## src/verilog/pdo_regs_pkg.sv

```systemverilog
package pdo_regs_pkg;

  // =====================================================================
  // register indices
  localparam logic [3:0] IDX_FLOW_PSET   = 4'h0;
  localparam logic [3:0] IDX_AUTOSAVE    = 4'h1;
  localparam logic [3:0] IDX_PRESS_PSET  = 4'h2;
  localparam logic [3:0] IDX_ACCUM_FLOW  = 4'h3;
  localparam logic [3:0] IDX_FLOW_TARGET = 4'h4;
  localparam logic [3:0] IDX_BACKUP_CMD  = 4'h5;
  localparam logic [3:0] IDX_ERR_ACK     = 4'h6;
  localparam logic [3:0] IDX_CAL_SELECT  = 4'h7;
  localparam logic [3:0] IDX_VALVE_DRIVE = 4'h8;
  localparam logic [3:0] IDX_CTRL_MODE   = 4'h9;
  localparam logic [3:0] IDX_FAULT_FLAGS = 4'hA;

  // =====================================================================
  // codes
  localparam logic [15:0] PSET_USER1      = 16'h0000;
  localparam logic [15:0] PSET_USER2      = 16'h0001;
  localparam logic [15:0] PSET_FAST       = 16'h0002;
  localparam logic [15:0] PSET_MEDIUM     = 16'h0003;
  localparam logic [15:0] PSET_SLOW       = 16'h0004;
  localparam logic [15:0] SAVE_MANUAL     = 16'h0000;
  localparam logic [15:0] SAVE_AUTO       = 16'h0001;
  localparam logic [15:0] MODE_AUTO_SRC   = 16'h0000;
  localparam logic [15:0] MODE_DIGITAL    = 16'h0001;
  localparam logic [15:0] MODE_ANALOG     = 16'h0002;
  localparam logic [15:0] MODE_VALVE_MAN  = 16'h000A;
  localparam logic [31:0] CMD_BACKUP      = 32'h0000_0001;
  localparam logic [31:0] CMD_RESTORE     = 32'h0000_0002;
  localparam logic [31:0] CMD_REMOVE      = 32'h0000_0003;
  localparam logic [15:0] CAL_TABLES      = 16'h000A;
  localparam logic [31:0] VALVE_FULL      = 32'h0000_2710;

  // =====================================================================
  // reset values
  localparam logic [15:0] RST_PSET        = 16'h0000;
  localparam logic [15:0] RST_AUTOSAVE    = 16'h0000;
  localparam logic [15:0] RST_MODE        = 16'h0002;
  localparam logic [15:0] RST_CAL         = 16'h0000;
  localparam logic [31:0] RST_WORD        = 32'h0000_0000;

  typedef struct packed {
    logic        wr;
    logic        rd;
    logic [3:0]  idx;
    logic [31:0] wdata;
  } reg_req_t;

  typedef enum logic [1:0] {
    BK_NONE,
    BK_BACKUP,
    BK_RESTORE,
    BK_REMOVE
  } backup_op_t;

endpackage

```

## src/verilog/pdo_regs.sv

```systemverilog
`timescale 1ns/1ns
`default_nettype none

// Contract
// - set select code 0 user1 default, 1 user2
// - codes 2,3,4 fast, medium, slow sets
// - pressure selector uses same codes as flow
// - autosave only acts in digital mode 1
// - storage option 0 manual, 1 automatic
// - target active only in mode 0 or 1
// - backup codes 1 make, 2 restore, 3 remove
// - backup, or restore while a backup exists, forces device reset
// - write one clears fault bit, zero keeps
// - fault bits set only by hardware conditions
// - acknowledged fault stays suppressed until restart
// - calibration select picks one of ten tables
// - valve register shows applied valve value
// - valve write applies in mode 10, else buffered
// - manual valve value spans zero to full
// - mode 10 drives valve from register
// - mode 0 switches to digital on set point
module pdo_regs
  import pdo_regs_pkg::*;
#(
  parameter int unsigned FAULT_W = 16
) (
  input  wire logic              clk,
  input  wire logic              srst,
  input  wire reg_req_t          req,
  output logic [31:0]            rdata,
  output logic                   rvalid,
  input  wire logic [FAULT_W-1:0] fault_detect,
  input  wire logic [31:0]       loop_valve,
  input  wire logic [31:0]       accum_in,
  output logic [2:0]             flow_pset,
  output logic [2:0]             press_pset,
  output logic [3:0]             cal_table,
  output logic [31:0]            target_out,
  output logic                   target_valid,
  output logic                   nv_store_pulse,
  output logic [31:0]            valve_out,
  output logic                   valve_manual,
  output logic                   dev_reset_pulse,
  output backup_op_t             startup_op,
  output logic                   backup_exists,
  output logic [FAULT_W-1:0]     fault_flags
);

  logic [15:0]        flow_param_set_select_r;
  logic [15:0]        pressure_param_set_select_r;
  logic [15:0]        setpoint_autosave_enable_r;
  logic [15:0]        calibration_table_select_r;
  logic [15:0]        ctrl_mode_r;
  logic [31:0]        flow_target_r;
  logic [31:0]        valve_buf_r;
  logic [31:0]        accum_r;
  logic               digital_src_r;
  logic [FAULT_W-1:0] suppress_r;
  logic [31:0]        valve_nxt;
  logic               wr_hit;

  function automatic logic wr_to(input reg_req_t r, input logic [3:0] i);
    return r.wr && (r.idx == i);
  endfunction

  // valid selector codes are 0..4
  function automatic logic [2:0] pset_code(input logic [15:0] v);
    return (v <= PSET_SLOW) ? v[2:0] : PSET_USER1[2:0];
  endfunction

  function automatic logic [31:0] clip_valve(input logic [31:0] v);
    return (v > VALVE_FULL) ? VALVE_FULL : v;
  endfunction

  assign wr_hit = req.wr;

  // =====================================================================
  // parameter set selectors
  always_ff @(posedge clk) begin
    if (srst) begin
      flow_param_set_select_r     <= RST_PSET;
      pressure_param_set_select_r <= RST_PSET;
    end else begin
      if (wr_to(req, IDX_FLOW_PSET) && req.wdata[15:0] <= PSET_SLOW) begin
        flow_param_set_select_r <= req.wdata[15:0];
      end
      if (wr_to(req, IDX_PRESS_PSET) && req.wdata[15:0] <= PSET_SLOW) begin
        pressure_param_set_select_r <= req.wdata[15:0];
      end
    end
  end

  always_ff @(posedge clk) begin
    if (srst) begin
      flow_pset  <= 3'd0;
      press_pset <= 3'd0;
    end else begin
      flow_pset  <= pset_code(flow_param_set_select_r);
      press_pset <= pset_code(pressure_param_set_select_r);
    end
  end

  // =====================================================================
  // controller mode
  always_ff @(posedge clk) begin
    if (srst) begin
      ctrl_mode_r <= RST_MODE;
    end else begin
      if (wr_to(req, IDX_CTRL_MODE)) begin
        ctrl_mode_r <= req.wdata[15:0];
      end
    end
  end

  // =====================================================================
  // set point storage option
  always_ff @(posedge clk) begin
    if (srst) begin
      setpoint_autosave_enable_r <= RST_AUTOSAVE;
    end else begin
      if (wr_to(req, IDX_AUTOSAVE) && req.wdata[15:0] <= SAVE_AUTO) begin
        setpoint_autosave_enable_r <= req.wdata[15:0];
      end
    end
  end

  // =====================================================================
  // calibration table
  always_ff @(posedge clk) begin
    if (srst) begin
      calibration_table_select_r <= RST_CAL;
    end else begin
      if (wr_to(req, IDX_CAL_SELECT) && req.wdata[15:0] < CAL_TABLES) begin
        calibration_table_select_r <= req.wdata[15:0];
      end
    end
  end

  always_ff @(posedge clk) begin
    if (srst) begin
      cal_table <= 4'd0;
    end else begin
      cal_table <= calibration_table_select_r[3:0];
    end
  end

  // =====================================================================
  // flow set point
  always_ff @(posedge clk) begin
    if (srst) begin
      flow_target_r <= RST_WORD;
    end else begin
      if (wr_to(req, IDX_FLOW_TARGET)) begin
        flow_target_r <= req.wdata;
      end
    end
  end

  always_ff @(posedge clk) begin
    if (srst) begin
      digital_src_r <= 1'b0;
    end else begin
      if (wr_to(req, IDX_FLOW_TARGET) && ctrl_mode_r == MODE_AUTO_SRC) begin
        digital_src_r <= 1'b1;
      end else if (wr_to(req, IDX_CTRL_MODE)) begin
        digital_src_r <= 1'b0;
      end
    end
  end

  always_ff @(posedge clk) begin
    if (srst) begin
      nv_store_pulse <= 1'b0;
    end else begin
      nv_store_pulse <= wr_to(req, IDX_FLOW_TARGET)
                        && ctrl_mode_r == MODE_DIGITAL
                        && setpoint_autosave_enable_r == SAVE_AUTO;
    end
  end

  always_ff @(posedge clk) begin
    if (srst) begin
      target_out   <= RST_WORD;
      target_valid <= 1'b0;
    end else begin
      // active in mode 1, or in mode 0 after a set point write
      if (ctrl_mode_r == MODE_DIGITAL
          || (ctrl_mode_r == MODE_AUTO_SRC && digital_src_r)) begin
        target_out   <= flow_target_r;
        target_valid <= 1'b1;
      end else begin
        target_valid <= 1'b0;
      end
    end
  end

  // =====================================================================
  // backup commands
  always_ff @(posedge clk) begin
    if (srst) begin
      dev_reset_pulse <= 1'b0;
      startup_op      <= BK_NONE;
      backup_exists   <= 1'b0;
    end else begin
      dev_reset_pulse <= 1'b0;
      if (wr_to(req, IDX_BACKUP_CMD)) begin
        case (req.wdata)
          CMD_BACKUP: begin
            startup_op      <= BK_BACKUP;
            dev_reset_pulse <= 1'b1;
            backup_exists   <= 1'b1;
          end
          CMD_RESTORE: begin
            if (backup_exists) begin
              startup_op      <= BK_RESTORE;
              dev_reset_pulse <= 1'b1;
            end
          end
          CMD_REMOVE: begin
            startup_op    <= BK_REMOVE;
            backup_exists <= 1'b0;
          end
          default: begin
          end
        endcase
      end
    end
  end

  // =====================================================================
  // hardware fault flags
  always_ff @(posedge clk) begin
    if (srst) begin
      suppress_r <= '0;
    end else begin
      if (wr_to(req, IDX_ERR_ACK)) begin
        suppress_r <= suppress_r | req.wdata[FAULT_W-1:0];
      end
    end
  end

  always_ff @(posedge clk) begin
    if (srst) begin
      fault_flags <= '0;
    end else begin
      if (wr_to(req, IDX_ERR_ACK)) begin
        fault_flags <= (fault_flags & ~req.wdata[FAULT_W-1:0])
                     | (fault_detect & ~suppress_r
                        & ~req.wdata[FAULT_W-1:0]);
      end else begin
        fault_flags <= fault_flags | (fault_detect & ~suppress_r);
      end
    end
  end

  // =====================================================================
  // valve drive
  always_comb begin
    if (ctrl_mode_r == MODE_VALVE_MAN) begin
      valve_nxt = valve_buf_r;
    end else begin
      valve_nxt = loop_valve;
    end
  end

  always_ff @(posedge clk) begin
    if (srst) begin
      valve_buf_r  <= RST_WORD;
      valve_out    <= RST_WORD;
      valve_manual <= 1'b0;
    end else begin
      if (wr_to(req, IDX_VALVE_DRIVE)) begin
        valve_buf_r <= clip_valve(req.wdata);
      end
      if (ctrl_mode_r == MODE_VALVE_MAN && wr_to(req, IDX_VALVE_DRIVE)) begin
        valve_out <= clip_valve(req.wdata);
      end else begin
        valve_out <= valve_nxt;
      end
      valve_manual <= (ctrl_mode_r == MODE_VALVE_MAN);
    end
  end

  // =====================================================================
  // accumulated flow and read back
  always_ff @(posedge clk) begin
    if (srst) begin
      accum_r <= RST_WORD;
    end else if (wr_to(req, IDX_ACCUM_FLOW)) begin
      accum_r <= req.wdata;
    end else begin
      accum_r <= accum_in;
    end
  end

  always_ff @(posedge clk) begin
    if (srst) begin
      rvalid <= 1'b0;
    end else begin
      rvalid <= req.rd && !wr_hit;
    end
  end

  always_ff @(posedge clk) begin
    if (srst) begin
      rdata <= RST_WORD;
    end else begin
      case (req.idx)
        IDX_FLOW_PSET:   rdata <= {16'h0000, flow_param_set_select_r};
        IDX_AUTOSAVE:    rdata <= {16'h0000, setpoint_autosave_enable_r};
        IDX_PRESS_PSET:  rdata <= {16'h0000, pressure_param_set_select_r};
        IDX_ACCUM_FLOW:  rdata <= accum_r;
        IDX_FLOW_TARGET: rdata <= flow_target_r;
        IDX_CAL_SELECT:  rdata <= {16'h0000, calibration_table_select_r};
        IDX_VALVE_DRIVE: rdata <= valve_out;
        IDX_CTRL_MODE:   rdata <= {16'h0000, ctrl_mode_r};
        IDX_FAULT_FLAGS: rdata <= 32'(fault_flags);
        default:         rdata <= RST_WORD;
      endcase
    end
  end

endmodule

`default_nettype wire

```

## config.mk

```make
export PLATFORM = sky130hd
export DESIGN_NAME = pdo_regs
export DESIGN_NICKNAME = d
export VERILOG_FILES = /design/src/verilog/pdo_regs_pkg.sv /design/src/verilog/pdo_regs.sv
export SDC_FILE = /design/constraint.sdc
export NUM_CORES = 1
export LEC_CHECK = 0
export ABC_AREA = 1
export BUFFER_PORTS_ARGS = -buffer_cell sky130_fd_sc_hd__buf_2
export CAP_MARGIN = 20
export CORE_UTILIZATION = 55
export CTS_CLUSTER_SIZE = 28
export DETAILED_ROUTE_END_ITERATION = 7
export GPL_TIMING_DRIVEN = 0
export PLACE_DENSITY_LB_ADDON = 0.2
export SETUP_SLACK_MARGIN = 0.3
export SLEW_MARGIN = 25
export SYNTH_ARGS = -nofsm -noshare
export SYNTH_HDL_FRONTEND = slang
export SYNTH_SLANG_ARGS = --single-unit
```

## constraint.sdc

```tcl
create_clock -name clk -period 2.4 [get_ports clk]
set_input_delay 0.24 -clock clk [delete_from_list [all_inputs] [get_ports clk]]
set_output_delay 0.24 -clock clk [all_outputs]
set_load 0.02 [all_outputs]
```

==> flow_summary_export.csv, run 1 <==
group,metric,value,unit
critical_path,critPathSlowestCell,"dfxtp_1",
yosys,syn_avg_cell_area,7.51,sq um
floorplanning,die_area,23400,sq um
drt,drtIter0Drc,1278,
yosys,yosys.cell_types.count,33,
timing,worstMarginPinSlew,0.972,ns
clock_network,clock_path_buffers,3,
timing,skew,0.0133,ns
yosys,synth-simple-area-share,0.240,
placed_design,placed_area,14100,sq um
placed_design,dp_hpwl,33800,um
clock_network,clock_latency,0.51,ns
timing,post-route-period-util,0.786,
timing,finalHoldViolCount,0,
yosys,synth_top_family_by_area,"simple AND/OR/NAND/NOR gates",
timing,max_slew_margin,0.352,
cells_and_area,seq_area,6470,sq um
floorplanning,coreArea,22100,sq um
critical_path,crit_buf_inv,3,
yosys,synth_xor_area_frac,0,
floorplanning,row_count,54,
yosys,yosys_warnings,0,
clock_network,cts_root_buffer,"clkbuf_16",
yosys,synth-edff-count,0,
critical_path,arrival,2.30,ns
critical_path,crit_type,"reg -> reg",
yosys,ys_seq_area_frac,0.515,
hold_path,hold_path_class,"in -> reg",
cells_and_area,nFillCells,1923,
yosys,synthAdderAreaFrac,0,
floorplanning,pin_count,250,
cells_and_area,mostFrequentLayoutCells,"323 x dfxtp_1, 286 x buf_2, 272 x nand2_1",
timing,drv_slew,0,
global_route,grt_first_pass_wirelength,67200,um
yosys,ys_ff_latch,323,
timing,rsz0062_at_grt,"no",
placed_design,globalplace.congestion,0.999,
timing,setup_slack,0.515,ns
global_route,grt_use_met2,0.576,
clock_network,clk_pin_slew,0.06,ns
critical_path,start_kind,"flip-flop",
critical_path,crit_family,"simple AND/OR/NAND/NOR gates",
run_status,status,"finished, final reports clean",
critical_path,endpoint_kind,"flip-flop",
pwr,powerDensity,765,nW/um^2
placed_design,pre_cts_ws,0.359,ns
cells_and_area,multi_input_area,4870,sq um
drt,wirelength,45000,um
critical_path,crit_path_cell_trace,"inv_1 -> nand4_1 -> nor2_2 -> nand3_1 -> inv_2 -> buf_2 -> o21ai_0 -> a21oi_1",
cells_and_area,final_common_cell,"dfxtp_1",
critical_path,crit_fanout,10,
timing,finalSetupTns,0,ns
drt,drtPass1Iterations,6,
floorplanning,die_x,153,um
drt,ant_nets,0,
yosys,synth-compound-area-share,0.148,
clock_network,cts_sinks,323,
pwr,vdd_ir_drop_max,0.686,mV
yosys,syn_inst,1671,
cells_and_area,final_nets,2094,
global_route,grt_pass1_vias,11957,
global_route,overflow,0,
clock_network,cts_tree,"yes",
drt,post_drt_wl_per_cell,19.7,um
yosys,ys_async_sr_fraction,0,
global_route,busiest_layer,"met2",
critical_path,required,2.82,ns
floorplanning,initial_core_util,0.568,
run,drv_cap,0,
critical_path,slowest_delay,0.30,ns
floorplanning,chipHeight,153,um
clock_network,h-tree-depth,2,
cells_and_area,postLayoutCellArea,15500,sq um
drt,avgViaCountPerCell,5.64,
global_route,grt_use_total,0.378,
yosys,syn_area,12600,sq um
yosys,synthFlopType,"dfxtp_1",
timing,max_freq,0.530,GHz
global_route,met3_usage,0.0743,
clock_network,cts_buffers,35,
yosys,syn_nets,1791,
pwr,p_leak,0.00720,uW
global_route,antenna_found_initial,1,
global_route,grt_max_degree,15,
global_route,grt_use_met1,0.510,
drt,vias,12881,
timing,setup_viol,0,
placed_design,numPortBuffers,247,
drt,route.detailed.drc,0,
cells_and_area,layout-drive-gt1-share,0.194,
cells_and_area,final_core_util,0.702,
yosys,synthMuxAreaShare,0,
timing,period_needed,1.89,ns
cells_and_area,area_delta_synth_final,23.5,%
clock_network,post_cts_buffers,0,
final cells by class:
| cell class | instances | share of cell area |
|---|---|---|
| buffer | 103 | 0.0302 |
| timing repair buffer | 266 | 0.0920 |
| tap | 280 | 0.0226 |
| antenna | 3 | 0.000484 |
| multi-input combinational | 1045 | 0.314 |
| clock buffer | 51 | 0.0663 |
| inverter | 200 | 0.0484 |
| sequential | 323 | 0.417 |
| clock inverter | 11 | 0.00872 |
synth_stat cells, types with 17 or more instances:
library cell / number / area, sq um
dfxtp_1: 323 / 6470
nand2_1: 272 / 1020
a21oi_1: 215 / 1080
inv_1: 185 / 694
nor2_1: 166 / 623
nand3_1: 138 / 691
o21ai_0: 113 / 566
clkbuf_1: 50 / 188
nor3_1: 49 / 245
buf_2: 39 / 195
nand4_1: 23 / 144
o211ai_1: 17 / 128
flip-flops by register name, summed over array words and instances (netlist names), 4 cells and up:
| register | flops |
|---|---|
| accum_r | 32 |
| flow_target_r | 32 |
| rdata | 32 |
| target_out | 32 |
| valve_buf_r | 32 |
| valve_out | 32 |
| calibration_table_select_r | 16 |
| ctrl_mode_r | 16 |
| fault_flags | 16 |
| flow_param_set_select_r | 16 |
| pressure_param_set_select_r | 16 |
| setpoint_autosave_enable_r | 16 |
| suppress_r | 16 |
| cal_table | 4 |
stage by stage:
step	cells	hold WS (ns)	total power (uW)
floorplan	1671	0.361	6060
global placement	2198	0.425	6460
detailed placement	2198	0.429	6460
CTS	2279	0.000121	11800
global route	2280	0.0157	12200
finish	2282	0.00654	11900
final timing paths:
check / startpoint / to / slack [ns] / cells after the start
worst min-delay path: loop_valve[9] / valve_out[9] / 0.007 / 3
worst min register to register: calibration_table_select_r[14] / calibration_table_select_r[14] / 0.44 / 2
worst max register to register: ctrl_mode_r[12] / valve_out[11] / 0.51 / 8
worst max-delay path: ctrl_mode_r[12] / valve_out[11] / 0.51 / 8
per-layer routing:
metal  up-vias  part of all wire
li1       6034                 -
met1      5852              0.41
met2       830              0.43
met3       165              0.12
met4         0             0.050
met5         -                 0
worst min-delay path: stages:
cell     delay, ns
buf_2         0.07
o21ai_0       0.07
a21oi_1       0.10
cells by family (layout without fill, tap and decap cells):
group	after synthesis	count (layout)
other cells	0	3
buf+inv	303	631
compound gates	358	358
simple gates	687	687
flops	323	323
where the power goes:
group / internal (uW) / switching, uW
clock network: 3300 / 2150
logic: 258 / 579
registers: 5480 / 83.9
repair_timing:
action                                  CTS  global route
resized for setup                         0             4
hold endpoints to repair                 19             0
endpoints found under the setup margin    0             8
hold buffers                             19             0
Note: power is estimated with default switching activity, not from simulation.
==> run 2, diff against run 1 <==
- clock period: 2.4 -> 1.9 ns (I/O delays scaled with it)
==> run 2 against run 1 <==
  * Largest power group unchanged
  * Non-clock buffer count rose by 79
  * Highest routed layer unchanged
  * Total power grew 28%
  * Register-to-register slack got worse by 0.38 ns
  * The flow now finishes with violations (hold timing)
  * Critical endpoint is now target_out[10]
  * Die area unchanged
  * Worst setup slack lost 0.38 ns
  * Sequential share of layout area fell by 3.1 points
  * Via count rose by 5.5%
==> flow_summary_export.csv, run 2 (synthesized netlist as in run 1, its figures left out) <==
group,metric,value,unit
clock_network,cts_buffers,35,
clock_network,cts_sinks,323,
clock_network,clk_pin_slew,0.06,ns
timing,skew,0.0164,ns
clock_network,cts_tree,"yes",
timing,post-route-period-util,0.928,
timing,max_freq,0.567,GHz
global_route,grt_first_pass_wirelength,70200,um
clock_network,clock_latency,0.52,ns
cells_and_area,mostFrequentLayoutCells,"322 x dfxtp_1, 278 x buf_2, 269 x nand2_1",
floorplanning,pin_count,250,
timing,max_slew_margin,0.328,
hold_path,hold_path_class,"in -> reg",
global_route,overflow,0,
pwr,design_power_total,15200,uW
run,drv_cap,0,
drt,post_drt_wl_per_cell,20.5,um
critical_path,arrival,2.19,ns
floorplanning,row_count,54,
clock_network,cts_root_buffer,"clkbuf_16",
timing,finalHoldViolCount,4,
floorplanning,coreArea,22100,sq um
placed_design,dp.cells,2198,
clock_network,clock_path_buffers,3,
pwr,powerDensity,906,nW/um^2
floorplanning,die_area,23400,sq um
pwr,p_leak,0.00773,uW
timing,drv_slew,0,
drt,ant_nets,0,
timing,holdWs,-0.0184,ns
drt,drtPass1Iterations,6,
cells_and_area,final_nets,2175,
placed_design,globalplace.congestion,0.999,
global_route,grt_pass1_vias,12484,
floorplanning,initial_core_util,0.568,
run_status,status,"finished with violations",
cells_and_area,layout-drive-gt1-share,0.224,
timing,worstMarginPinSlew,1.01,ns
timing,period_needed,1.76,ns
global_route,antenna_found_initial,1,
drt,vias,13585,
floorplanning,chipHeight,153,um
floorplanning,die_x,153,um
run_status,violations,"hold timing",
pwr,vdd_ir_drop_max,0.875,mV
clock_network,h-tree-depth,2,
critical_path,start_kind,"flip-flop",
drt,avgViaCountPerCell,5.75,
timing,finalSetupTns,0,ns
cells_and_area,fin_cells,2361,
cells_and_area,final_common_cell,"dfxtp_1",
placed_design,numPortBuffers,247,
drt,wirelength,48400,um
drt,route.detailed.drc,0,
cells_and_area,area_delta_synth_final,33.3,%
critical_path,crit_fanout,6,
critical_path,endpoint_kind,"flip-flop",
timing,setup_viol,0,
drt,drtIter0Drc,1579,
critical_path,crit_type,"reg -> reg",
global_route,grt_max_degree,15,
timing,rsz0062_at_grt,"yes",
critical_path,required,2.32,ns
global_route,grt_use_total,0.394,
placed_design,dp_hpwl,33800,um
[run 2: final timing paths]
check	cells past startpoint	end	from	slack [ns]
setup reg to reg	10	target_out[10]	ctrl_mode_r[15]	0.14
hold reg to reg	2	calibration_table_select_r[14]	calibration_table_select_r[14]	0.44
setup / recovery	10	target_out[10]	ctrl_mode_r[15]	0.14
hold / removal	3	valve_out[4]	loop_valve[4]	-0.02
[run 2: worst max-delay path: stages (launching register included)]
cell	delay [ns]
dfxtp_1	0.29
inv_1	0.09
nand4_1	0.18
nor2_4	0.20
nand4_1	0.14
buf_6	0.17
buf_12	0.14
buf_8	0.13
nand3_2	0.06
nand2_1	0.09
nor2_1	0.19
[run 2: where the power goes]
group | internal [uW] | total (uW) | switching [uW]
clock network | 4170 | 6910 | 2740
logic | 431 | 1220 | 786
registers | 6930 | 7040 | 111
total | 11500 | 15200 | 3640
[run 2: stage by stage]
stage | instance area (sq um) | worst slack, ns | utilization
after floorplan | 12600 | 0.471 | -
after global placement | 14100 | -0.0724 | 0.640
after detailed placement | 14100 | -0.0913 | 0.640
after CTS | 16300 | 0.243 | 0.738
after global routing | 16700 | 0.0609 | 0.757
final | 16700 | 0.137 | 0.757
[run 2: cell type report]
cell class / count / area, sq um
fillers: 1664 / 5360
repair inverters: 1 / 5.00
repair buffers: 345 / 2280
plain buffers: 103 / 609
multi-input cells: 1046 / 5100
inverters: 200 / 758
clock buffers: 51 / 1030
flip-flops and latches: 323 / 6470
diodes: 1 / 2.50
well taps: 280 / 350
clock inverters: 11 / 135
[run 2: repair_timing]
item                       4_1_cts  5_1_grt
buffers inserted                 7        6
hold endpoints to repair        65        1
hold buffers                    75        1
gates cloned                     1       10
setup endpoints to repair       64       74
resized for setup               57       72
pin swaps                        5       12
[run 2: per-layer routing]
layer,global-route usage,vias to the layer above,routed length (um)
met5,0,-,0
met4,0.196,0,2370
met3,0.0865,188,5720
met2,0.612,967,21500
met1,0.518,6247,18700
li1,-,6183,-
